[src/rtl/fcfc_pkg.sv]
// Constants, field layouts and state codes of the fax control frame codec.
package fcfc_pkg;
	// Bit clock of the control channel.
	localparam int FCFC_CLK_HZ = 250_000_000;
	localparam int FCFC_BIT_RATE_BPS = 300;
	localparam int FCFC_BIT_CYCLES = FCFC_CLK_HZ / FCFC_BIT_RATE_BPS;
	// Tone frequencies for the two bit values.
	localparam logic [10:0] FCFC_TONE_ZERO_HZ = 11'd1850;
	localparam logic [10:0] FCFC_TONE_ONE_HZ = 11'd1650;
	localparam logic [10:0] FCFC_TONE_OFF = 11'h000;
	// Frame sizes.
	localparam int FCFC_ID_BITS = 8;
	localparam int FCFC_CAP_BITS = 20;
	localparam int FCFC_FRAME_BITS = FCFC_ID_BITS + FCFC_CAP_BITS;
	localparam logic [4:0] FCFC_LEN_ID = 5'd8;
	localparam logic [4:0] FCFC_LEN_FULL = 5'd28;
	// Identification codes; the leading bit of the command code is a don't-care.
	localparam logic [7:0] FCFC_ID_DIS = 8'h01;
	localparam logic [7:0] FCFC_ID_DCS = 8'h41;
	localparam logic [7:0] FCFC_ID_DCS_MASK = 8'h7F;
	localparam logic [7:0] FCFC_ID_CFR = 8'h21;
	localparam logic [7:0] FCFC_ID_MCF = 8'h31;
	localparam logic [7:0] FCFC_ID_EOP = 8'h2F;
	localparam logic [7:0] FCFC_ID_DCN = 8'h5F;
	// Received frame kinds.
	localparam logic [2:0] FCFC_K_DIS = 3'h1;
	localparam logic [2:0] FCFC_K_DCS = 3'h2;
	localparam logic [2:0] FCFC_K_CFR = 3'h3;
	localparam logic [2:0] FCFC_K_MCF = 3'h4;
	localparam logic [2:0] FCFC_K_EOP = 3'h5;
	localparam logic [2:0] FCFC_K_DCN = 3'h6;
	// Field codes.
	localparam logic [1:0] FCFC_RATE_2400 = 2'h0;
	localparam logic [1:0] FCFC_RATE_4800 = 2'h1;
	localparam logic [1:0] FCFC_RATE_9600 = 2'h2;
	localparam logic [1:0] FCFC_W_1728 = 2'h0;
	localparam logic [1:0] FCFC_W_2432 = 2'h1;
	localparam logic [1:0] FCFC_W_2048 = 2'h2;
	localparam logic [1:0] FCFC_L_A4 = 2'h0;
	localparam logic [1:0] FCFC_L_UNL = 2'h1;
	localparam logic [1:0] FCFC_L_B4 = 2'h2;
	localparam logic [1:0] FCFC_CODE_BAD = 2'h3;
	// Appended field, bit 1 first on the line and at the top of the word.
	typedef struct packed {
		logic t2_tx;
		logic t2_rx;
		logic t2_ioc176;
		logic t3_tx;
		logic t3_rx;
		logic [2:0] t3_rsv;
		logic t4_tx;
		logic t4_rx;
		logic [1:0] rate;
		logic [1:0] mod_rsv;
		logic fine;
		logic twod;
		logic [1:0] width;
		logic [1:0] length;
	} fcfc_cap_t;
	// Register byte offsets.
	localparam logic [7:0] FCFC_A_CTRL = 8'h00;
	localparam logic [7:0] FCFC_A_LOCAL = 8'h04;
	localparam logic [7:0] FCFC_A_STATUS = 8'h08;
	localparam logic [7:0] FCFC_A_MASK = 8'h0C;
	localparam logic [7:0] FCFC_A_DIS = 8'h10;
	localparam logic [7:0] FCFC_A_DCS = 8'h14;
	localparam logic [7:0] FCFC_A_PHASE = 8'h18;
	// Control and status bit positions.
	localparam int FCFC_C_START = 0;
	localparam int FCFC_C_ANSWER = 1;
	localparam int FCFC_C_READY = 2;
	localparam int FCFC_S_RX = 0;
	localparam int FCFC_S_ERR = 1;
	localparam int FCFC_S_DONE = 2;
	localparam int FCFC_S_TCF = 3;
	localparam int FCFC_S_BITS = 4;
	localparam logic [1:0] FCFC_RESP_OK = 2'h0;
	localparam logic [1:0] FCFC_RESP_ERR = 2'h2;
	// Call phases, one-hot.
	typedef enum logic [14:0] {
		ST_IDLE = 15'h0001, ST_C_WAIT_DIS = 15'h0002, ST_C_SEND_DCS = 15'h0004,
		ST_C_TRAIN = 15'h0008, ST_C_WAIT_CFR = 15'h0010, ST_C_IMAGE = 15'h0020,
		ST_C_SEND_EOP = 15'h0040, ST_C_WAIT_MCF = 15'h0080, ST_C_SEND_DCN = 15'h0100,
		ST_A_SEND_DIS = 15'h0200, ST_A_WAIT_DCS = 15'h0400, ST_A_WAIT_TCF = 15'h0800,
		ST_A_SEND_CFR = 15'h1000, ST_A_WAIT_EOP = 15'h2000, ST_A_SEND_MCF = 15'h4000
	} fcfc_state_t;
endpackage : fcfc_pkg

[src/rtl/fcfc_top.sv]
// Fax control frame codec: frame builder, parser, call sequencer and register slave.
//
// Added by the designer: the placing of the registers and the AXI4-Lite slave port.
`timescale 1ns/1ps
module fcfc_top import fcfc_pkg::*; #(
	parameter int ADDR_W = 8,
	parameter int BIT_CYCLES = FCFC_BIT_CYCLES
) (
	input wire logic CORE_CLK,
	input wire logic RSTN,
	input wire logic [ADDR_W-1:0] S_AXI_AWADDR,
	input wire logic S_AXI_AWVALID,
	output logic S_AXI_AWREADY,
	input wire logic [31:0] S_AXI_WDATA,
	input wire logic [3:0] S_AXI_WSTRB,
	input wire logic S_AXI_WVALID,
	output logic S_AXI_WREADY,
	output logic [1:0] S_AXI_BRESP,
	output logic S_AXI_BVALID,
	input wire logic S_AXI_BREADY,
	input wire logic [ADDR_W-1:0] S_AXI_ARADDR,
	input wire logic S_AXI_ARVALID,
	output logic S_AXI_ARREADY,
	output logic [31:0] S_AXI_RDATA,
	output logic [1:0] S_AXI_RRESP,
	output logic S_AXI_RVALID,
	input wire logic S_AXI_RREADY,
	input wire logic RX_BIT,
	input wire logic RX_BIT_STB,
	input wire logic RX_FRAME_END,
	input wire logic TRAIN_DONE,
	input wire logic TCF_STB,
	input wire logic TCF_OK,
	input wire logic IMAGE_DONE,
	output logic [10:0] TX_TONE_HZ,
	output logic TX_ACTIVE,
	output logic TONE_CNG,
	output logic TONE_CED,
	output logic TRAIN_REQ,
	output logic IMAGE_PHASE,
	output logic IRQ
);
	fcfc_state_t state_reg, state_next;
	fcfc_cap_t local_reg, dis_reg, dcs_reg, rx_cap;
	logic [ADDR_W-1:0] awaddr_reg;
	logic [31:0] wdata_reg, rd_val;
	logic [3:0] wstrb_reg;
	logic aw_full_reg, w_full_reg, wr_fire, rd_ok;
	logic start_reg, answer_reg, ready_reg;
	logic [FCFC_S_BITS-1:0] status_reg, mask_reg, st_set, st_clr;
	logic [FCFC_FRAME_BITS-1:0] rx_sh_reg, tx_data;
	logic [4:0] rx_cnt_reg, tx_len;
	logic [7:0] rx_id;
	logic [2:0] rx_kind, kind_reg;
	logic rx_bad, kind_stb_reg, sent_reg, tx_load_reg, tx_done, send_st;

	// The decoder reads the low eight address bits, so a narrower bus cannot be served.
	if (ADDR_W < 8) begin : g_chk
		$error("fcfc_top: ADDR_W must be at least 8");
	end

	// Byte-enable merge used by the limit register; the other writable registers take byte 0 only.
	function automatic logic [31:0] fcfc_merge(input logic [31:0] old, input logic [31:0] nw, input logic [3:0] be);
		logic [31:0] r;
		r = old;
		for (int i = 0; i < 4; i++) begin
			if (be[i]) begin
				r[8*i +: 8] = nw[8*i +: 8];
			end
		end
		return r;
	endfunction : fcfc_merge

	// Address match on all of the low eight bits, byte-lane bits included.
	function automatic logic fcfc_hit(input logic [ADDR_W-1:0] a, input logic [7:0] off);
		return a[7:0] == off;
	endfunction : fcfc_hit

	// Picks the command mode from the far capabilities and our own limits.
	function automatic fcfc_cap_t fcfc_sel_dcs(input fcfc_cap_t dis, input fcfc_cap_t lim);
		fcfc_cap_t d;
		d = '0;
		d.t4_rx = 1'b1;
		if (dis.rate[1] && lim.rate[1]) begin
			d.rate = FCFC_RATE_9600;
		end else if (dis.rate[0] && lim.rate[0]) begin
			d.rate = FCFC_RATE_4800;
		end else begin
			d.rate = FCFC_RATE_2400;
		end
		if (dis.width == FCFC_W_2432 && lim.width == FCFC_W_2432) begin
			d.width = FCFC_W_2432;
		end else if ((^dis.width) && (^lim.width)) begin
			d.width = FCFC_W_2048;
		end else begin
			d.width = FCFC_W_1728;
		end
		if (dis.length == FCFC_L_UNL && lim.length == FCFC_L_UNL) begin
			d.length = FCFC_L_UNL;
		end else if (dis.length == FCFC_L_B4 && (^lim.length)) begin
			d.length = FCFC_L_B4;
		end else begin
			d.length = FCFC_L_A4;
		end
		d.fine = dis.fine & lim.fine;
		d.twod = dis.twod & lim.twod;
		return d;
	endfunction : fcfc_sel_dcs

	// Write address and data are caught separately; the write lands once both are held.
	assign wr_fire = aw_full_reg && w_full_reg && !S_AXI_BVALID;
	always_ff @(posedge CORE_CLK or negedge RSTN) begin
		if (!RSTN) begin
			aw_full_reg <= 1'b0;
			w_full_reg <= 1'b0;
			awaddr_reg <= '0;
			wdata_reg <= 32'h0000_0000;
			wstrb_reg <= 4'h0;
			S_AXI_AWREADY <= 1'b1;
			S_AXI_WREADY <= 1'b1;
			S_AXI_BVALID <= 1'b0;
			S_AXI_BRESP <= FCFC_RESP_OK;
		end else begin
			if (S_AXI_AWVALID && S_AXI_AWREADY) begin
				awaddr_reg <= S_AXI_AWADDR;
				aw_full_reg <= 1'b1;
				S_AXI_AWREADY <= 1'b0;
			end
			if (S_AXI_WVALID && S_AXI_WREADY) begin
				wdata_reg <= S_AXI_WDATA;
				wstrb_reg <= S_AXI_WSTRB;
				w_full_reg <= 1'b1;
				S_AXI_WREADY <= 1'b0;
			end
			if (wr_fire) begin
				S_AXI_BVALID <= 1'b1;
				S_AXI_BRESP <= (fcfc_hit(awaddr_reg, FCFC_A_CTRL) || fcfc_hit(awaddr_reg, FCFC_A_LOCAL) ||
					fcfc_hit(awaddr_reg, FCFC_A_STATUS) || fcfc_hit(awaddr_reg, FCFC_A_MASK)) ?
					FCFC_RESP_OK : FCFC_RESP_ERR;
			end
			if (S_AXI_BVALID && S_AXI_BREADY) begin
				S_AXI_BVALID <= 1'b0;
				aw_full_reg <= 1'b0;
				w_full_reg <= 1'b0;
				S_AXI_AWREADY <= 1'b1;
				S_AXI_WREADY <= 1'b1;
			end
		end
	end

	// Control and limit registers; start is a one-cycle pulse out of a write.
	always_ff @(posedge CORE_CLK or negedge RSTN) begin
		if (!RSTN) begin
			start_reg <= 1'b0;
			answer_reg <= 1'b0;
			ready_reg <= 1'b0;
			local_reg <= '0;
			mask_reg <= '0;
		end else begin
			start_reg <= wr_fire && fcfc_hit(awaddr_reg, FCFC_A_CTRL) && wstrb_reg[0] && wdata_reg[FCFC_C_START];
			if (wr_fire && fcfc_hit(awaddr_reg, FCFC_A_CTRL) && wstrb_reg[0]) begin
				answer_reg <= wdata_reg[FCFC_C_ANSWER];
				ready_reg <= wdata_reg[FCFC_C_READY];
			end
			if (wr_fire && fcfc_hit(awaddr_reg, FCFC_A_LOCAL)) begin
				local_reg <= FCFC_CAP_BITS'(fcfc_merge(32'(local_reg), wdata_reg, wstrb_reg));
			end
			if (wr_fire && fcfc_hit(awaddr_reg, FCFC_A_MASK) && wstrb_reg[0]) begin
				mask_reg <= wdata_reg[FCFC_S_BITS-1:0];
			end
		end
	end

	// Read mux; unmapped offsets read zero with an error response.
	always_comb begin
		rd_val = 32'h0000_0000;
		rd_ok = 1'b1;
		case (S_AXI_ARADDR[7:0])
			FCFC_A_CTRL: rd_val = 32'({ready_reg, answer_reg, 1'b0});
			FCFC_A_LOCAL: rd_val = 32'(local_reg);
			FCFC_A_STATUS: rd_val = 32'(status_reg);
			FCFC_A_MASK: rd_val = 32'(mask_reg);
			FCFC_A_DIS: rd_val = 32'(dis_reg);
			FCFC_A_DCS: rd_val = 32'(dcs_reg);
			FCFC_A_PHASE: rd_val = 32'(state_reg);
			default: rd_ok = 1'b0;
		endcase
	end

	// One read at a time: the address is taken, the data answers on the next edge.
	always_ff @(posedge CORE_CLK or negedge RSTN) begin
		if (!RSTN) begin
			S_AXI_ARREADY <= 1'b1;
			S_AXI_RVALID <= 1'b0;
			S_AXI_RDATA <= 32'h0000_0000;
			S_AXI_RRESP <= FCFC_RESP_OK;
		end else if (S_AXI_ARVALID && S_AXI_ARREADY) begin
			S_AXI_ARREADY <= 1'b0;
			S_AXI_RVALID <= 1'b1;
			S_AXI_RDATA <= rd_val;
			S_AXI_RRESP <= rd_ok ? FCFC_RESP_OK : FCFC_RESP_ERR;
		end else if (S_AXI_RVALID && S_AXI_RREADY) begin
			S_AXI_RVALID <= 1'b0;
			S_AXI_ARREADY <= 1'b1;
		end
	end

	// Received bits collect first-in at the top; a frame ends on its own strobe.
	always_ff @(posedge CORE_CLK or negedge RSTN) begin
		if (!RSTN) begin
			rx_sh_reg <= '0;
			rx_cnt_reg <= '0;
		end else if (RX_FRAME_END) begin
			rx_cnt_reg <= '0;
		end else if (RX_BIT_STB && rx_cnt_reg != 5'h1F) begin
			rx_sh_reg <= {rx_sh_reg[FCFC_FRAME_BITS-2:0], RX_BIT};
			rx_cnt_reg <= rx_cnt_reg + 1'b1;
		end
	end

	// Frame classification; anything off-shape or with a forbidden code is refused.
	always_comb begin
		rx_kind = 3'h0;
		rx_bad = 1'b0;
		rx_id = (rx_cnt_reg == FCFC_LEN_FULL) ? rx_sh_reg[FCFC_FRAME_BITS-1 -: 8] : rx_sh_reg[7:0];
		rx_cap = fcfc_cap_t'(rx_sh_reg[FCFC_CAP_BITS-1:0]);
		if (rx_cnt_reg == FCFC_LEN_FULL) begin
			if (rx_id == FCFC_ID_DIS) begin
				rx_kind = FCFC_K_DIS;
			end else if ((rx_id & FCFC_ID_DCS_MASK) == FCFC_ID_DCS) begin
				rx_kind = FCFC_K_DCS;
			end else begin
				rx_bad = 1'b1;
			end
			if (rx_cap.width == FCFC_CODE_BAD || rx_cap.length == FCFC_CODE_BAD) begin
				rx_bad = 1'b1;
			end
		end else if (rx_cnt_reg == FCFC_LEN_ID) begin
			case (rx_id)
				FCFC_ID_CFR: rx_kind = FCFC_K_CFR;
				FCFC_ID_MCF: rx_kind = FCFC_K_MCF;
				FCFC_ID_EOP: rx_kind = FCFC_K_EOP;
				FCFC_ID_DCN: rx_kind = FCFC_K_DCN;
				default: rx_bad = 1'b1;
			endcase
		end else begin
			rx_bad = 1'b1;
		end
	end

	// A good DIS is kept, and the command mode is chosen from it at once.
	always_ff @(posedge CORE_CLK or negedge RSTN) begin
		if (!RSTN) begin
			kind_reg <= 3'h0;
			kind_stb_reg <= 1'b0;
			dis_reg <= '0;
			dcs_reg <= '0;
		end else begin
			kind_stb_reg <= RX_FRAME_END && !rx_bad;
			kind_reg <= rx_kind;
			if (RX_FRAME_END && !rx_bad && rx_kind == FCFC_K_DIS) begin
				dis_reg <= rx_cap;
				dcs_reg <= fcfc_sel_dcs(rx_cap, local_reg);
			end
		end
	end

	// Call sequencer; frames that do not fit the phase are ignored.
	always_comb begin
		state_next = state_reg;
		case (state_reg)
			ST_IDLE: if (start_reg) state_next = answer_reg ? ST_A_SEND_DIS : ST_C_WAIT_DIS;
			ST_C_WAIT_DIS: if (kind_stb_reg && kind_reg == FCFC_K_DIS) state_next = ST_C_SEND_DCS;
			ST_C_SEND_DCS: if (tx_done) state_next = ST_C_TRAIN;
			ST_C_TRAIN: if (TRAIN_DONE) state_next = ST_C_WAIT_CFR;
			ST_C_WAIT_CFR: if (kind_stb_reg && kind_reg == FCFC_K_CFR) state_next = ST_C_IMAGE;
			ST_C_IMAGE: if (IMAGE_DONE) state_next = ST_C_SEND_EOP;
			ST_C_SEND_EOP: if (tx_done) state_next = ST_C_WAIT_MCF;
			ST_C_WAIT_MCF: if (kind_stb_reg && kind_reg == FCFC_K_MCF) state_next = ST_C_SEND_DCN;
			ST_C_SEND_DCN: if (tx_done) state_next = ST_IDLE;
			ST_A_SEND_DIS: if (tx_done) state_next = ST_A_WAIT_DCS;
			ST_A_WAIT_DCS: if (kind_stb_reg && kind_reg == FCFC_K_DCS) state_next = ST_A_WAIT_TCF;
			ST_A_WAIT_TCF: if (TCF_STB) state_next = (TCF_OK && ready_reg) ? ST_A_SEND_CFR : ST_IDLE;
			ST_A_SEND_CFR: if (tx_done) state_next = ST_A_WAIT_EOP;
			ST_A_WAIT_EOP: if (kind_stb_reg && kind_reg == FCFC_K_EOP) state_next = ST_A_SEND_MCF;
			ST_A_SEND_MCF: if (tx_done) state_next = ST_IDLE;
			default: state_next = ST_IDLE;
		endcase
	end

	always_ff @(posedge CORE_CLK or negedge RSTN) begin
		if (!RSTN) begin
			state_reg <= ST_IDLE;
		end else begin
			state_reg <= state_next;
		end
	end

	// Frame to send in each sending phase; plain signals carry the code alone.
	always_comb begin
		send_st = 1'b1;
		tx_len = FCFC_LEN_ID;
		tx_data = '0;
		case (state_reg)
			ST_A_SEND_DIS: begin
				tx_data = {FCFC_ID_DIS, local_reg};
				tx_len = FCFC_LEN_FULL;
			end
			ST_C_SEND_DCS: begin
				tx_data = {FCFC_ID_DCS, dcs_reg};
				tx_len = FCFC_LEN_FULL;
			end
			ST_A_SEND_CFR: tx_data = {FCFC_ID_CFR, 20'h0_0000};
			ST_C_SEND_EOP: tx_data = {FCFC_ID_EOP, 20'h0_0000};
			ST_A_SEND_MCF: tx_data = {FCFC_ID_MCF, 20'h0_0000};
			ST_C_SEND_DCN: tx_data = {FCFC_ID_DCN, 20'h0_0000};
			default: send_st = 1'b0;
		endcase
	end

	// One load per sending phase; the flag drops when the phase moves on.
	always_ff @(posedge CORE_CLK or negedge RSTN) begin
		if (!RSTN) begin
			sent_reg <= 1'b0;
			tx_load_reg <= 1'b0;
		end else begin
			tx_load_reg <= send_st && !sent_reg && !tx_load_reg;
			if (state_next != state_reg) begin
				sent_reg <= 1'b0;
			end else if (tx_load_reg) begin
				sent_reg <= 1'b1;
			end
		end
	end

	fcfc_fsk_tx #(.BIT_CYCLES(BIT_CYCLES)) u_tx (
		.clk(CORE_CLK),
		.rst_n(RSTN),
		.load(tx_load_reg),
		.data(tx_data),
		.nbits(tx_len),
		.tone_hz(TX_TONE_HZ),
		.active(TX_ACTIVE),
		.done(tx_done)
	);

	// Line-side levels follow the phase one cycle late (CED only the first cycle of DIS sending), which keeps them glitch free.
	always_ff @(posedge CORE_CLK or negedge RSTN) begin
		if (!RSTN) begin
			TONE_CNG <= 1'b0;
			TONE_CED <= 1'b0;
			TRAIN_REQ <= 1'b0;
			IMAGE_PHASE <= 1'b0;
		end else begin
			TONE_CNG <= state_reg == ST_C_WAIT_DIS;
			TONE_CED <= state_reg == ST_A_SEND_DIS && !sent_reg && !tx_load_reg;
			TRAIN_REQ <= state_reg == ST_C_TRAIN;
			IMAGE_PHASE <= state_reg == ST_C_IMAGE || state_reg == ST_A_WAIT_EOP;
		end
	end

	// Sticky status: an event in the clearing cycle wins over the clear.
	always_comb begin
		st_set = '0;
		st_set[FCFC_S_RX] = kind_stb_reg;
		st_set[FCFC_S_ERR] = RX_FRAME_END && rx_bad;
		st_set[FCFC_S_DONE] = tx_done && (state_reg == ST_C_SEND_DCN || state_reg == ST_A_SEND_MCF);
		st_set[FCFC_S_TCF] = state_reg == ST_A_WAIT_TCF && TCF_STB && !(TCF_OK && ready_reg);
		st_clr = (wr_fire && fcfc_hit(awaddr_reg, FCFC_A_STATUS) && wstrb_reg[0]) ?
			wdata_reg[FCFC_S_BITS-1:0] : '0;
	end

	always_ff @(posedge CORE_CLK or negedge RSTN) begin
		if (!RSTN) begin
			status_reg <= '0;
			IRQ <= 1'b0;
		end else begin
			status_reg <= (status_reg & ~st_clr) | st_set;
			IRQ <= |(((status_reg & ~st_clr) | st_set) & mask_reg);
		end
	end

	dis_frame_a: assert property (@(posedge CORE_CLK) disable iff (!RSTN)
		tx_load_reg && state_reg == ST_A_SEND_DIS |-> tx_data == {FCFC_ID_DIS, local_reg} && tx_len == FCFC_LEN_FULL)
		else $error("DIS load carries wrong code or fields");
	dcs_frame_a: assert property (@(posedge CORE_CLK) disable iff (!RSTN)
		tx_load_reg && state_reg == ST_C_SEND_DCS |-> (tx_data[27:20] & FCFC_ID_DCS_MASK) == FCFC_ID_DCS)
		else $error("DCS load carries wrong code");
	short_frame_a: assert property (@(posedge CORE_CLK) disable iff (!RSTN)
		tx_load_reg && tx_len != FCFC_LEN_FULL |-> tx_data[19:0] == 20'h0_0000 && tx_len == FCFC_LEN_ID)
		else $error("plain signal with appended bits");
	dcs_order_a: assert property (@(posedge CORE_CLK) disable iff (!RSTN)
		$changed(state_reg) && state_reg == ST_C_SEND_DCS |-> $past(state_reg) == ST_C_WAIT_DIS)
		else $error("DCS phase entered out of order");
	cfr_gate_a: assert property (@(posedge CORE_CLK) disable iff (!RSTN)
		$changed(state_reg) && state_reg == ST_A_SEND_CFR |-> $past(TCF_STB) && $past(TCF_OK) && $past(ready_reg))
		else $error("CFR without good training check");
	dcs_limit_a: assert property (@(posedge CORE_CLK) disable iff (!RSTN)
		(dcs_reg.rate != FCFC_RATE_9600 || dis_reg.rate[1]) && (dcs_reg.rate != FCFC_RATE_4800 || dis_reg.rate[0]) &&
		(dcs_reg.width != FCFC_W_2432 || dis_reg.width == FCFC_W_2432) &&
		(dcs_reg.length != FCFC_L_UNL || dis_reg.length == FCFC_L_UNL) && (!dcs_reg.fine || dis_reg.fine))
		else $error("chosen mode beyond far capabilities");
	bad_code_a: assert property (@(posedge CORE_CLK) disable iff (!RSTN)
		RX_FRAME_END && rx_cnt_reg == FCFC_LEN_FULL && rx_cap.width == FCFC_CODE_BAD |=> status_reg[FCFC_S_ERR])
		else $error("invalid width code not flagged");
	irq_level_a: assert property (@(posedge CORE_CLK) disable iff (!RSTN)
		##1 IRQ == |($past(status_reg & ~st_clr | st_set) & $past(mask_reg)))
		else $error("interrupt does not follow masked status");
endmodule : fcfc_top

[src/rtl/fcfc_fsk_tx.sv]
// Serialiser that keys a frame out as tones at the control bit rate.
`timescale 1ns/1ps
module fcfc_fsk_tx import fcfc_pkg::*; #(
	parameter int BIT_CYCLES = FCFC_BIT_CYCLES
) (
	input wire logic clk,
	input wire logic rst_n,
	input wire logic load,
	input wire logic [FCFC_FRAME_BITS-1:0] data,
	input wire logic [4:0] nbits,
	output logic [10:0] tone_hz,
	output logic active,
	output logic done
);
	localparam int TW = $clog2(BIT_CYCLES + 1);
	logic [FCFC_FRAME_BITS-1:0] sh_reg;
	logic [4:0] left_reg;
	logic [TW-1:0] tmr_reg;

	if (BIT_CYCLES < 2) begin : g_chk
		$error("fcfc_fsk_tx: BIT_CYCLES must be at least 2");
	end

	// A one is the lower tone, a zero the higher one.
	function automatic logic [10:0] fcfc_tone(input logic b);
		return b ? FCFC_TONE_ONE_HZ : FCFC_TONE_ZERO_HZ;
	endfunction : fcfc_tone

	// Each bit holds its tone for one whole bit period; the first bit leaves at the top.
	always_ff @(posedge clk or negedge rst_n) begin
		if (!rst_n) begin
			sh_reg <= '0;
			left_reg <= '0;
			tmr_reg <= '0;
			active <= 1'b0;
			done <= 1'b0;
			tone_hz <= FCFC_TONE_OFF;
		end else begin
			done <= 1'b0;
			if (!active) begin
				if (load) begin
					sh_reg <= data;
					left_reg <= nbits;
					tmr_reg <= TW'(BIT_CYCLES - 1);
					active <= 1'b1;
					tone_hz <= fcfc_tone(data[FCFC_FRAME_BITS-1]);
				end
			end else if (tmr_reg != '0) begin
				tmr_reg <= tmr_reg - 1'b1;
			end else if (left_reg == 5'd1) begin
				active <= 1'b0;
				done <= 1'b1;
				tone_hz <= FCFC_TONE_OFF;
			end else begin
				sh_reg <= {sh_reg[FCFC_FRAME_BITS-2:0], 1'b0};
				left_reg <= left_reg - 1'b1;
				tmr_reg <= TW'(BIT_CYCLES - 1);
				tone_hz <= fcfc_tone(sh_reg[FCFC_FRAME_BITS-2]);
			end
		end
	end

	tone_map_a: assert property (@(posedge clk) disable iff (!rst_n)
		active |-> (tone_hz == FCFC_TONE_ONE_HZ || tone_hz == FCFC_TONE_ZERO_HZ))
		else $error("tone outside the two keying frequencies");
endmodule : fcfc_fsk_tx

[config.mk]
export PLATFORM = sky130hd
export DESIGN_NAME = fcfc_top
export DESIGN_NICKNAME = d
export VERILOG_FILES = /design/src/rtl/fcfc_pkg.sv /design/src/rtl/fcfc_top.sv /design/src/rtl/fcfc_fsk_tx.sv
export SDC_FILE = /design/constraint.sdc
export NUM_CORES = 1
export LEC_CHECK = 0
export ABC_AREA = 1
export BUFFER_PORTS_ARGS = -buffer_cell sky130_fd_sc_hd__buf_2
export CAP_MARGIN = 15
export CORE_ASPECT_RATIO = 1.75
export CORE_MARGIN = 3
export CORE_UTILIZATION = 45
export CTS_BUF_LIST = sky130_fd_sc_hd__clkbuf_16
export CTS_CLUSTER_SIZE = 14
export DETAILED_ROUTE_END_ITERATION = 10
export GPL_ROUTABILITY_DRIVEN = 0
export GPL_TIMING_DRIVEN = 0
export PLACE_DENSITY = 0.67
export SYNTH_ARGS = -nofsm -noshare
export SYNTH_HDL_FRONTEND = slang
export SYNTH_SLANG_ARGS = --single-unit
[constraint.sdc]
create_clock -name CORE_CLK -period 2.7 [get_ports CORE_CLK]
set_input_delay 0.54 -clock CORE_CLK [delete_from_list [all_inputs] [get_ports CORE_CLK]]
set_output_delay 0.54 -clock CORE_CLK [all_outputs]
set_load 0.02 [all_outputs]
# Word-level counts from Yosys, hierarchy flattened
# Index checks and enable logic that the tools add are counted.
# word_totals
in_bits	66
output_inout_bits	58
word_cells	292
register_bits	258
# classes
eq_ne	51
reduce_logical	75
addsub	3
bitwise	7
muxes	86
# op_table
cell	n
$mux 15	14
$pmux 15 s14	1
$pmux 27 s6	1
$pmux 20 s7	1
$mux 27	4
$mux 20	4
$mux 11	4
$logic_and 1x1->1	38
$mux 5	7
$eq 8x4->1 const B	4
$mux 1	32
$eq 8x5->1 const B	3
$eq 8x6->1 const B	3
$reduce_bool 20->1	1
$sub 20x1->20 const B	1
$mux 2	9
$mux 9	2
$eq 8x3->1 const B	2
$logic_not 8->1	2
$eq 15x1->1 const B	1
$eq 15x10->1 const B	1
$eq 15x11->1 const B	1
$eq 15x12->1 const B	1
$eq 15x13->1 const B	1
48 further kinds	84

# Depth between registers and ports, before layout
# Gate-level depths: netlist of the first run.
# depth
ltp_word	11
mapped_depth	21
mapped_depth_nobuf	18

# Modules after synthesis
# A second synthesis of the first run with hierarchy kept.
# hier_totals
hier_cells	1504
area_unflattened_um2	12112.9
# modules_own_cells
mod	n_inst	cells_per_inst	seq_area_each_um2	area_each_um2
fcfc_top	1	1117	4484.3	8897.3
fcfc_fsk_tx	1	387	1426.4	3215.6

# Least setup slack after synthesis of the first run
# Ideal clock, no wire load.
# synth_path
kind	reg2reg
from	register rx_cnt_reg[0]
to	register dis_reg[2] (netlist name)
path_slack_ps	379
t_arrival_ps	2205
path_stages_with_launch	21
synth_period_minus_slack_ps	2321
n_path_buf	3
t_required_ps	2583
setup_time_ps	117
cell_sequence	dfrtp_1 > inv_1 > ha_1 > nand2_1 > nor2_8 > buf_12 > nand2_2 > o21ai_2 > inv_2 > nor3_2 > nand2_1 > nand3_2 > nand2_4 > nand2_4 > nand2_4 > nor2_2 > nand2_1 > buf_6 > buf_6 > nand2_1 > nand2_1
# synth_between
elab_chain_cells	10
word_cells_on_any_way	25
cone_classes	eq/ne: 9; mux: 12; reduce/logical: 4
# synth_rtl
item	line	rtl
start, declared	fcfc_top.sv:52	logic [4:0] rx_cnt_reg, tx_len;
start signal, assigned	fcfc_top.sv:217	rx_cnt_reg <= rx_cnt_reg + 1'b1;
$eq 5x5->1	fcfc_top.sv:225, fcfc_top.sv:227	
$mux 8	fcfc_top.sv:225	rx_id = (rx_cnt_reg == FCFC_LEN_FULL) ? rx_sh_reg[FCFC_FRAME_BITS-1 -: 8] : rx_sh_reg[7:0];
$eq 8x7->1 (tied with other cells)	fcfc_top.sv:239	case (rx_id)
$reduce_or 4->1 (no source line) or $mux 1 (tied branches)	-	
$mux 1 (on tied branches)	fcfc_top.sv:239, fcfc_top.sv:228	
$mux 1 (on tied branches)	fcfc_top.sv:238, fcfc_top.sv:235	
$mux 1	fcfc_top.sv:227	if (rx_cnt_reg == FCFC_LEN_FULL) begin
$logic_not 1->1	fcfc_top.sv:261	if (RX_FRAME_END && !rx_bad && rx_kind == FCFC_K_DIS) begin
$logic_and 1x1->1	fcfc_top.sv:261	
$logic_and 1x1->1 *	fcfc_top.sv:261	
end signal, assigned	fcfc_top.sv:262	dis_reg <= rx_cap;
end, declared	fcfc_top.sv:44	fcfc_cap_t local_reg, dis_reg, dcs_reg, rx_cap;
# Every way passes the cells marked *; elsewhere a longest branch is shown, timed or not.
# A chain may end at the register's enable or synchronous reset.

# Final worst setup path of the first run
# layout_path
from	register state_reg[4]
to	register sent_reg
# layout_between
elab_chain_cells	5
word_cells_on_any_way	34
cone_classes	eq/ne: 16; mux: 16; reduce/logical: 2
# layout_rtl
item	line	rtl
start, declared	fcfc_top.sv:43	fcfc_state_t state_reg, state_next;
start signal, assigned	fcfc_top.sv:295	state_reg <= state_next;
$eq 15x9->1 or $eq 15x15->1 (tied branches)	fcfc_top.sv:271	case (state_reg)
$reduce_or 2->1 (no source line)	-	
$pmux 15 s14	fcfc_top.sv:271	
$ne 15x15->1 *	fcfc_top.sv:328	if (state_next != state_reg) begin
$mux 1 or $reduce_bool 2->1 (tied branches)	-	
end signal, assigned	fcfc_top.sv:324	sent_reg <= 1'b0;
end signal, assigned	fcfc_top.sv:329	sent_reg <= 1'b0;
end signal, assigned	fcfc_top.sv:331	sent_reg <= 1'b1;
end, declared	fcfc_top.sv:55	logic rx_bad, kind_stb_reg, sent_reg, tx_load_reg, tx_done, send_st;
# Marked as above.

==> results of run 1 <==
## cells in the mapped netlist, drive strengths merged, types with 4 or more instances
cell / instances
o211ai: 18
o21ai: 165
nand2: 467
o221ai: 9
buf: 35
ha: 11
a22oi: 5
nor2: 109
o22ai: 22
nand4: 18
or2: 8
a21oi: 26
nand3: 83
nor3: 23
nand3b: 4
dfrtp: 232
a221oi: 9
clkbuf: 36
nor4: 9
inv: 188
dfstp: 4
## what timing repair did
item,4_1_cts,5_1_grt
gates cloned,0,2
hold buffers,1,0
setup endpoints to repair,52,85
pin swaps,4,10
resized for setup,10,31
hold endpoints to repair,18,0
buffers inserted,3,5
## metal layers
layer	track usage, %	wire [µm]	vias to the layer above
li1	-	-	5170
met3	2.92	1550	110
met4	12.6	1940	0
met5	0	0	-
met2	43.4	17900	332
met1	26.3	12800	5042
## how the worst min path moves through the flow
stage                     slack [ns]          from            to
after floorplan                 0.24          RSTN   IMAGE_PHASE
after detailed placement        0.39          RSTN  state_reg[7]
after global routing            0.19  S_AXI_WVALID  S_AXI_WREADY
after CTS                       0.16  S_AXI_WVALID  S_AXI_WREADY
final                           0.17  S_AXI_WVALID  S_AXI_WREADY
after global placement          0.45   dcs_reg[10]   dcs_reg[10]
## cell type report
| cell class | count | share of cell area, % |
|---|---|---|
| Sequential cell | 236 | 42.6 |
| Multi-Input combinational cell | 1028 | 36.1 |
| Inverter | 190 | 5.14 |
| Timing Repair Buffer | 106 | 4.63 |
| Clock buffer | 25 | 4.51 |
| Buffer | 70 | 2.93 |
| Tap cell | 320 | 2.88 |
| Clock inverter | 18 | 1.21 |
## through the flow
step | instances | TNS [ns] | worst slack [ns] | hold slack [ns]
6_report | 1993 | 0 | 0.158 | 0.173
5_1_grt | 1993 | -0.0344 | -0.0344 | 0.188
4_1_cts | 1987 | 0 | 0.000379 | 0.160
3_5_place_dp | 1940 | -3.80 | -0.158 | 0.393
3_3_place_gp | 1938 | -731.18 | -3.13 | 0.447
2_1_floorplan | 1525 | 0 | 0.379 | 0.244
## critical path, delay by kind of cell (launching register included)
kind	cells	cell delay [ns]
compound gates	1	0.23
flops	1	0.41
buf+inv	1	0.26
simple gates	10	1.55
## report_power, final
group | switching [mW] | internal [mW] | leakage, nW
sequential | 0.308 | 4.01 | 3.18
combinational | 1.21 | 0.556 | 3.60
clock | 1.44 | 1.97 | 0.395
total | 2.96 | 6.54 | 7.18
## logic make-up (layout without fill, tap and decap cells)
kind of cell	Yosys count	count (layout)	synth area share, %
other	1	17	0.0316
adder cells (fa/ha/maj)	11	11	1.16
AO/OA/AOI/OAI	271	271	13.3
AND/OR/NAND/NOR	725	725	25.9
XOR/XNOR	4	4	0.295
buffers and inverters	261	409	9.47
flip-flops	236	236	49.8
==> results.cfg, run 1 <==
[floorplanning]
core_area_mm2 = 0.0260
rows = 78
die_w_um = 129
start_util_pct = 45.7
ios = 124
dieArea_mm2 = 0.0284
dieHeight_um = 221

[synthesis]
synth-main-ff-cell = dfrtp_1
synth-seq-cells = 236
synth_warnings = 0
synth_top_area_cell = dfrtp_1
synth.distinct_cells = 55
syn_area_per_cell_um2 = 7.86
async_flop_share_pct = 100
synth_area_leaders = dfrtp_1, nand2_1, o21ai_0
synth_edf_count = 0
synth_top_area_share_pct = 48.9
syn_inst = 1509
syn_area_mm2 = 0.0119
yosysSeqAreaShare_pct = 49.8

[routing]
first_pass_iters = 7
first_iter_violations = 724
antenna_left = 0
via_per_inst = 5.35
wl_per_cell_um = 17.2
totalWireLength_um = 34200
num_vias = 10700
drcViolationCount = 0

[final_layout]
diodes = 0
n_fill_cell = 2530
largest_reg_flops = 28
multiInputGateArea_mm2 = 0.00502
final_cell_mix = nand2_1, dfrtp_1, inv_1
syn_to_final_growth_pct = 17.0
drive_gt1_share_pct = 14.5
final_cell_area_mm2 = 0.0139
mostFrequentLayoutCell = nand2_1
post-route-util_pct = 53.5
seq_area_mm2 = 0.00591
fin_nets = 1733

[sta]
hold_violations = 0
period_needed_ns = 2.54
setup-violations-final = 0
worstMarginPinSlew_ns = 0.730
rsz0062_at_grt = yes
slew_viol_final = 0
fin_crit_sh_pct = 94.1
slew_headroom_pct = 51.3
fmax_mhz = 393
clock-skew-final_ns = 0.0110

[power]
p_per_area_mw_per_mm2 = 684
vdd_drop_max_v = 0.000724
p_leak_nw = 7.18
p_total_mw = 9.50

[critical_path]
worst_setup_path_end_kind = flop
crit_type = flop to flop
slowest_delay_ns = 0.41
startpoint = state_reg[4]
arrival_ns = 3.00
r2r_setup_slack_ns = 0.16
critical_path_required_ns = 3.16
path_cells = nor2_1 > nand2_1 > nor2_4 > buf_2 > nand3b_1 > nand4_1 > nand2_2 > a21oi_1 > nand3_1 > nor2_1 > nand2_1 > nor2_1
worstSetupEndpoint = sent_reg
r2r_end = sent_reg
start_kind = flop
cpMostUsedCell = nor2_1
slowest_stage = dfrtp_1
rr_startpoint = state_reg[4]
critPathMaxFanout = 10
ff2ff_path_depth = 12

[grt]
grt_pass1_wl_um = 53000
grt_pass1_vias = 10300
grt_max_degree = 111
gr-total-overflow = 0
antenna_found_initial = 0
grt_use_total_pct = 23.7

[placed_design]
hpwl_um = 26000
portBuffers = 93
dpl-instance-area_mm2 = 0.0129

[min_path]
hold_path_depth = 2
hp-class = primary input to flop

[clocking]
clk_latency_ns = 0.53
cts-root-buf = clkbuf_16
cts_tree = built
cts.clk_slew.worst_paths_ns = 0.06
cts_sinks = 236
cts_max_path_buffers = 3
htreeDepth = 1
cts_made_buffers = 24

[run]
maxCapViolCount = 0

[outcome]
outcome = completed
No activity file was read; power rests on OpenSTA's default activity.
==> run 2: changes to the inputs <==
CORE_MARGIN = 4   (was 3)
PLACE_DENSITY = unset   (was 0.67)
==> results.cfg, run 2 (same netlist as run 1, synthesis figures left out) <==
[outcome]
outcome = completed

[clocking]
cts.clk_slew.worst_paths_ns = 0.07
cts_made_buffers = 25
cts-root-buf = clkbuf_16
cts_max_path_buffers = 3
htreeDepth = 1
clk_latency_ns = 0.53
cts_tree = built
cts_sinks = 236

[critical_path]
critPathMaxFanout = 10
r2r_end = sent_reg
ff2ff_path_depth = 15
startpoint = state_reg[14]
start_kind = flop
crit_type = flop to flop
critical_path_required_ns = 3.12
rr_startpoint = state_reg[14]
r2r_setup_slack_ns = 0.08
arrival_ns = 3.04
worstSetupEndpoint = sent_reg
worst_setup_path_end_kind = flop

[grt]
busiest_layer = met2
antenna_found_initial = 0
grt_use_total_pct = 24.3
grt_pass1_wl_um = 55500
grt_pass1_vias = 10500
grtUsageMet2_pct = 44.7
gr-usage-met3_pct = 2.55
grt_max_degree = 107
gr-total-overflow = 0
grtUsageMet1_pct = 27.2

[power]
p_total_mw = 9.43
p_per_area_mw_per_mm2 = 680
vdd_drop_max_v = 0.000642
p_leak_nw = 7.20

[routing]
first_iter_violations = 639
wl_per_cell_um = 17.7
num_vias = 10500
antenna_left = 0
totalWireLength_um = 35300
drcViolationCount = 0
first_pass_iters = 5
via_per_inst = 5.27

[final_layout]
largest_reg_flops = 28
syn_to_final_growth_pct = 16.9
drive_gt1_share_pct = 14.8
fin_nets = 1734
mostFrequentLayoutCell = nand2_1
final_cell_mix = nand2_1, dfrtp_1, inv_1
post-route-util_pct = 53.4
diodes = 0
final_cells = 1993

[floorplanning]
dieArea_mm2 = 0.0291
dieHeight_um = 223
core_area_mm2 = 0.0260
start_util_pct = 45.7
die_w_um = 131
ios = 124
rows = 78

[sta]
period_needed_ns = 2.62
fmax_mhz = 382
slew_viol_final = 0
worstMarginPinSlew_ns = 0.751
fin_crit_sh_pct = 97.0
setup-violations-final = 0
hold_violations = 0
worst_slack_ns = 0.0812
rsz0062_at_grt = yes
clock-skew-final_ns = 0.0185
slew_headroom_pct = 49.9

[placed_design]
portBuffers = 93
pre_cts_ws_ns = -0.161
placed_cells = 1940
hpwl_um = 27400

[run]
maxCapViolCount = 0

[min_path]
hp-class = primary input to flop
[run 2: cell count changes in the layout (fill, tap and decap cells not counted), sizes merged]
cell      delta
bufinv       -1
inv          -1
clkinv       +3
clkinvlp     -1
[run 2: cell type report]
type	count	area [µm²]
inverter	190	713
multi-input combinational	1028	5020
clock inverter	18	149
clock buffer	25	626
sequential	236	5910
timing repair buffer	106	633
buffer	70	418
tap	320	400
fill	2560	12100
[run 2: metal layers]
layer / up-vias / routed length [µm]
met5: - / 0
met4: 0 / 1900
met3: 92 / 1500
met2: 321 / 19000
met1: 4932 / 12900
li1: 5164 / -
[run 2: how the worst min path moves through the flow]
stage | start | to | cells after the start
2_1_floorplan | RSTN | IMAGE_PHASE | 0
3_3_place_gp | rx_sh_reg[8] | dis_reg[8] | 2
3_5_place_dp | dcs_reg[10] | dcs_reg[10] | 2
4_1_cts | S_AXI_WVALID | S_AXI_WREADY | 2
5_1_grt | S_AXI_AWVALID | S_AXI_AWREADY | 2
6_report | S_AXI_WVALID | S_AXI_WREADY | 2
[run 2: repair_timing]
action / 4_1_cts / 5_1_grt
pin swaps: 4 / 7
setup buffers: 5 / 4
gates cloned: 0 / 1
endpoints found under the setup margin: 46 / 84
hold buffers: 1 / 0
resized for setup: 9 / 37
endpoints found under the hold margin: 57 / 0
[run 2: power breakdown]
group | leakage, nW | switching [mW] | internal, mW
registers | 3.18 | 0.302 | 4.01
clock network | 0.394 | 1.45 | 1.88
logic | 3.63 | 1.23 | 0.559
total | 7.20 | 2.98 | 6.45
[run 2: through the flow]
step | cell area [µm²] | setup TNS [ns] | hold slack [ns]
CTS | 13700 | 0 | 0.173
global route | 13900 | -0.0891 | 0.199
finish | 13900 | 0 | 0.189
detailed placement | 12900 | -2.80 | 0.459
floorplan | 11900 | 0 | 0.244
global placement | 12800 | -746.53 | 0.455
[run 2: worst max-delay path, stage by stage (launching register included)]
cell and delay [ns]:
dfrtp_1 0.47, nor2_1 0.24, nand2_2 0.16, nor2_4 0.19, buf_2 0.24, nand2_1 0.19
nand2_1 0.11, nor2_1 0.05, nand3_1 0.14, nor2_4 0.09, inv_1 0.20, nand4_1 0.15
nand3_1 0.11, nor2_1 0.05, nand2_1 0.07, nor2_1 0.04
==> run 3: changes to the inputs <==
MAX_ROUTING_LAYER = met4   (was unset)
==> results.cfg, run 3 (same netlist as run 1, synthesis figures left out) <==
[routing]
first_iter_violations = 676
wl_per_cell_um = 17.7
num_vias = 10500
drcViolationCount = 0
antenna_left = 0
first_pass_iters = 5
totalWireLength_um = 35400
via_per_inst = 5.28

[floorplanning]
start_util_pct = 45.7
ios = 124
core_area_mm2 = 0.0260
rows = 78
die_w_um = 131
dieArea_mm2 = 0.0291
dieHeight_um = 223

[final_layout]
syn_to_final_growth_pct = 16.9
largest_reg_flops = 28
diodes = 0
n_fill_cell = 2560
mostFrequentLayoutCell = nand2_1
post-route-util_pct = 53.4
final_cell_mix = nand2_1, dfrtp_1, inv_1
fin_nets = 1734
drive_gt1_share_pct = 14.8
final_cells = 1993

[sta]
slew_viol_final = 0
worstMarginPinSlew_ns = 0.748
rsz0062_at_grt = yes
fin_crit_sh_pct = 95.8
hold_violations = 0
period_needed_ns = 2.59
setup-violations-final = 0
fmax_mhz = 387
slew_headroom_pct = 50.1
clock-skew-final_ns = 0.0193

[critical_path]
ff2ff_path_depth = 15
worst_setup_path_end_kind = flop
start_kind = flop
critPathMaxFanout = 10
rr_startpoint = state_reg[14]
critical_path_required_ns = 3.13
arrival_ns = 3.01
crit_type = flop to flop
r2r_setup_slack_ns = 0.11
r2r_end = sent_reg

[clocking]
cts-root-buf = clkbuf_16
cts_max_path_buffers = 3
htreeDepth = 1
clk_latency_ns = 0.54
cts.clk_slew.worst_paths_ns = 0.07
cts_sinks = 236
cts_tree = built
cts_made_buffers = 25

[placed_design]
placed_cells = 1940
hpwl_um = 27400
portBuffers = 93

[power]
vdd_drop_max_v = 0.000652
p_leak_nw = 7.20
p_per_area_mw_per_mm2 = 681
p_total_mw = 9.45

[run]
maxCapViolCount = 0

[outcome]
outcome = completed

[grt]
antenna_found_initial = 0
grt_use_total_pct = 25.0
grt_pass1_wl_um = 55500
grt_pass1_vias = 10500
grt_max_degree = 107
gr-total-overflow = 0

[min_path]
hold_path_startpoint = S_AXI_WVALID
hp-class = primary input to flop
hold_path_end = S_AXI_WREADY
hold_path_depth = 2
-- run 3: cell counts in the layout (fill, tap and decap cells not counted) --
Identical to the previous run, type by type.
-- run 3: stage by stage --
step                      instance area, µm²  setup TNS (ns)  hold slack, ns  worst slack, ns
after detailed placement               12900           -2.80           0.459           -0.161
after global placement                 12800         -746.53           0.455            -3.21
after CTS                              13700               0           0.173          0.00955
after floorplan                        11900               0           0.244            0.379
final                                  13900               0           0.182            0.114
after global routing                   13900         -0.0969           0.201          -0.0249
-- run 3: critical path, stage by stage (launching register included) --
cell and delay [ns]:
dfrtp_1 0.47, nor2_1 0.24, nand2_2 0.16, nor2_4 0.19, buf_2 0.24, nand2_1 0.19
nand2_1 0.11, nor2_1 0.05, nand3_1 0.14, nor2_4 0.09, inv_1 0.18, nand4_1 0.14
nand3_1 0.11, nor2_1 0.05, nand2_1 0.07, nor2_1 0.04
-- run 3: repair_timing --
item                                    CTS  global route
setup buffers                             5             4
resized for setup                         9            37
pin swaps                                 4             7
endpoints found under the hold margin    57             0
endpoints found under the setup margin   46            84
cloned                                    0             1
hold buffers                              1             0
-- run 3: metal layers --
layer	wire [µm]	track usage (%)	up-vias
li1	-	-	5160
met1	12900	27.3	4967
met2	19000	44.7	309
met3	1500	2.43	97
met4	1890	11.8	0
met5	0	-	-
-- run 3: area by class of cell --
type,instances,area [µm²],area share [%]
Sequential cell,236,5910,42.6
Clock buffer,25,626,4.51
Buffer,70,418,3.01
Timing Repair Buffer,106,633,4.56
Multi-Input combinational cell,1028,5020,36.2
Inverter,190,713,5.14
Clock inverter,18,149,1.07
Tap cell,320,400,2.89
-- run 3: report_power, final --
group | internal [mW] | total, mW | switching (mW)
clock network | 1.88 | 3.34 | 1.46
logic | 0.559 | 1.79 | 1.23
registers | 4.01 | 4.31 | 0.302
-- run 3: worst max path at each step --
stage                             start             to  cells after the start
after floorplan           rx_cnt_reg[0]     dis_reg[2]                     20
after global placement             RSTN  rx_cnt_reg[0]                      1
after detailed placement   state_reg[2]       sent_reg                     12
after CTS                  state_reg[2]       sent_reg                     12
after global routing      rx_cnt_reg[1]    dis_reg[15]                     19
final                     state_reg[14]       sent_reg                     15
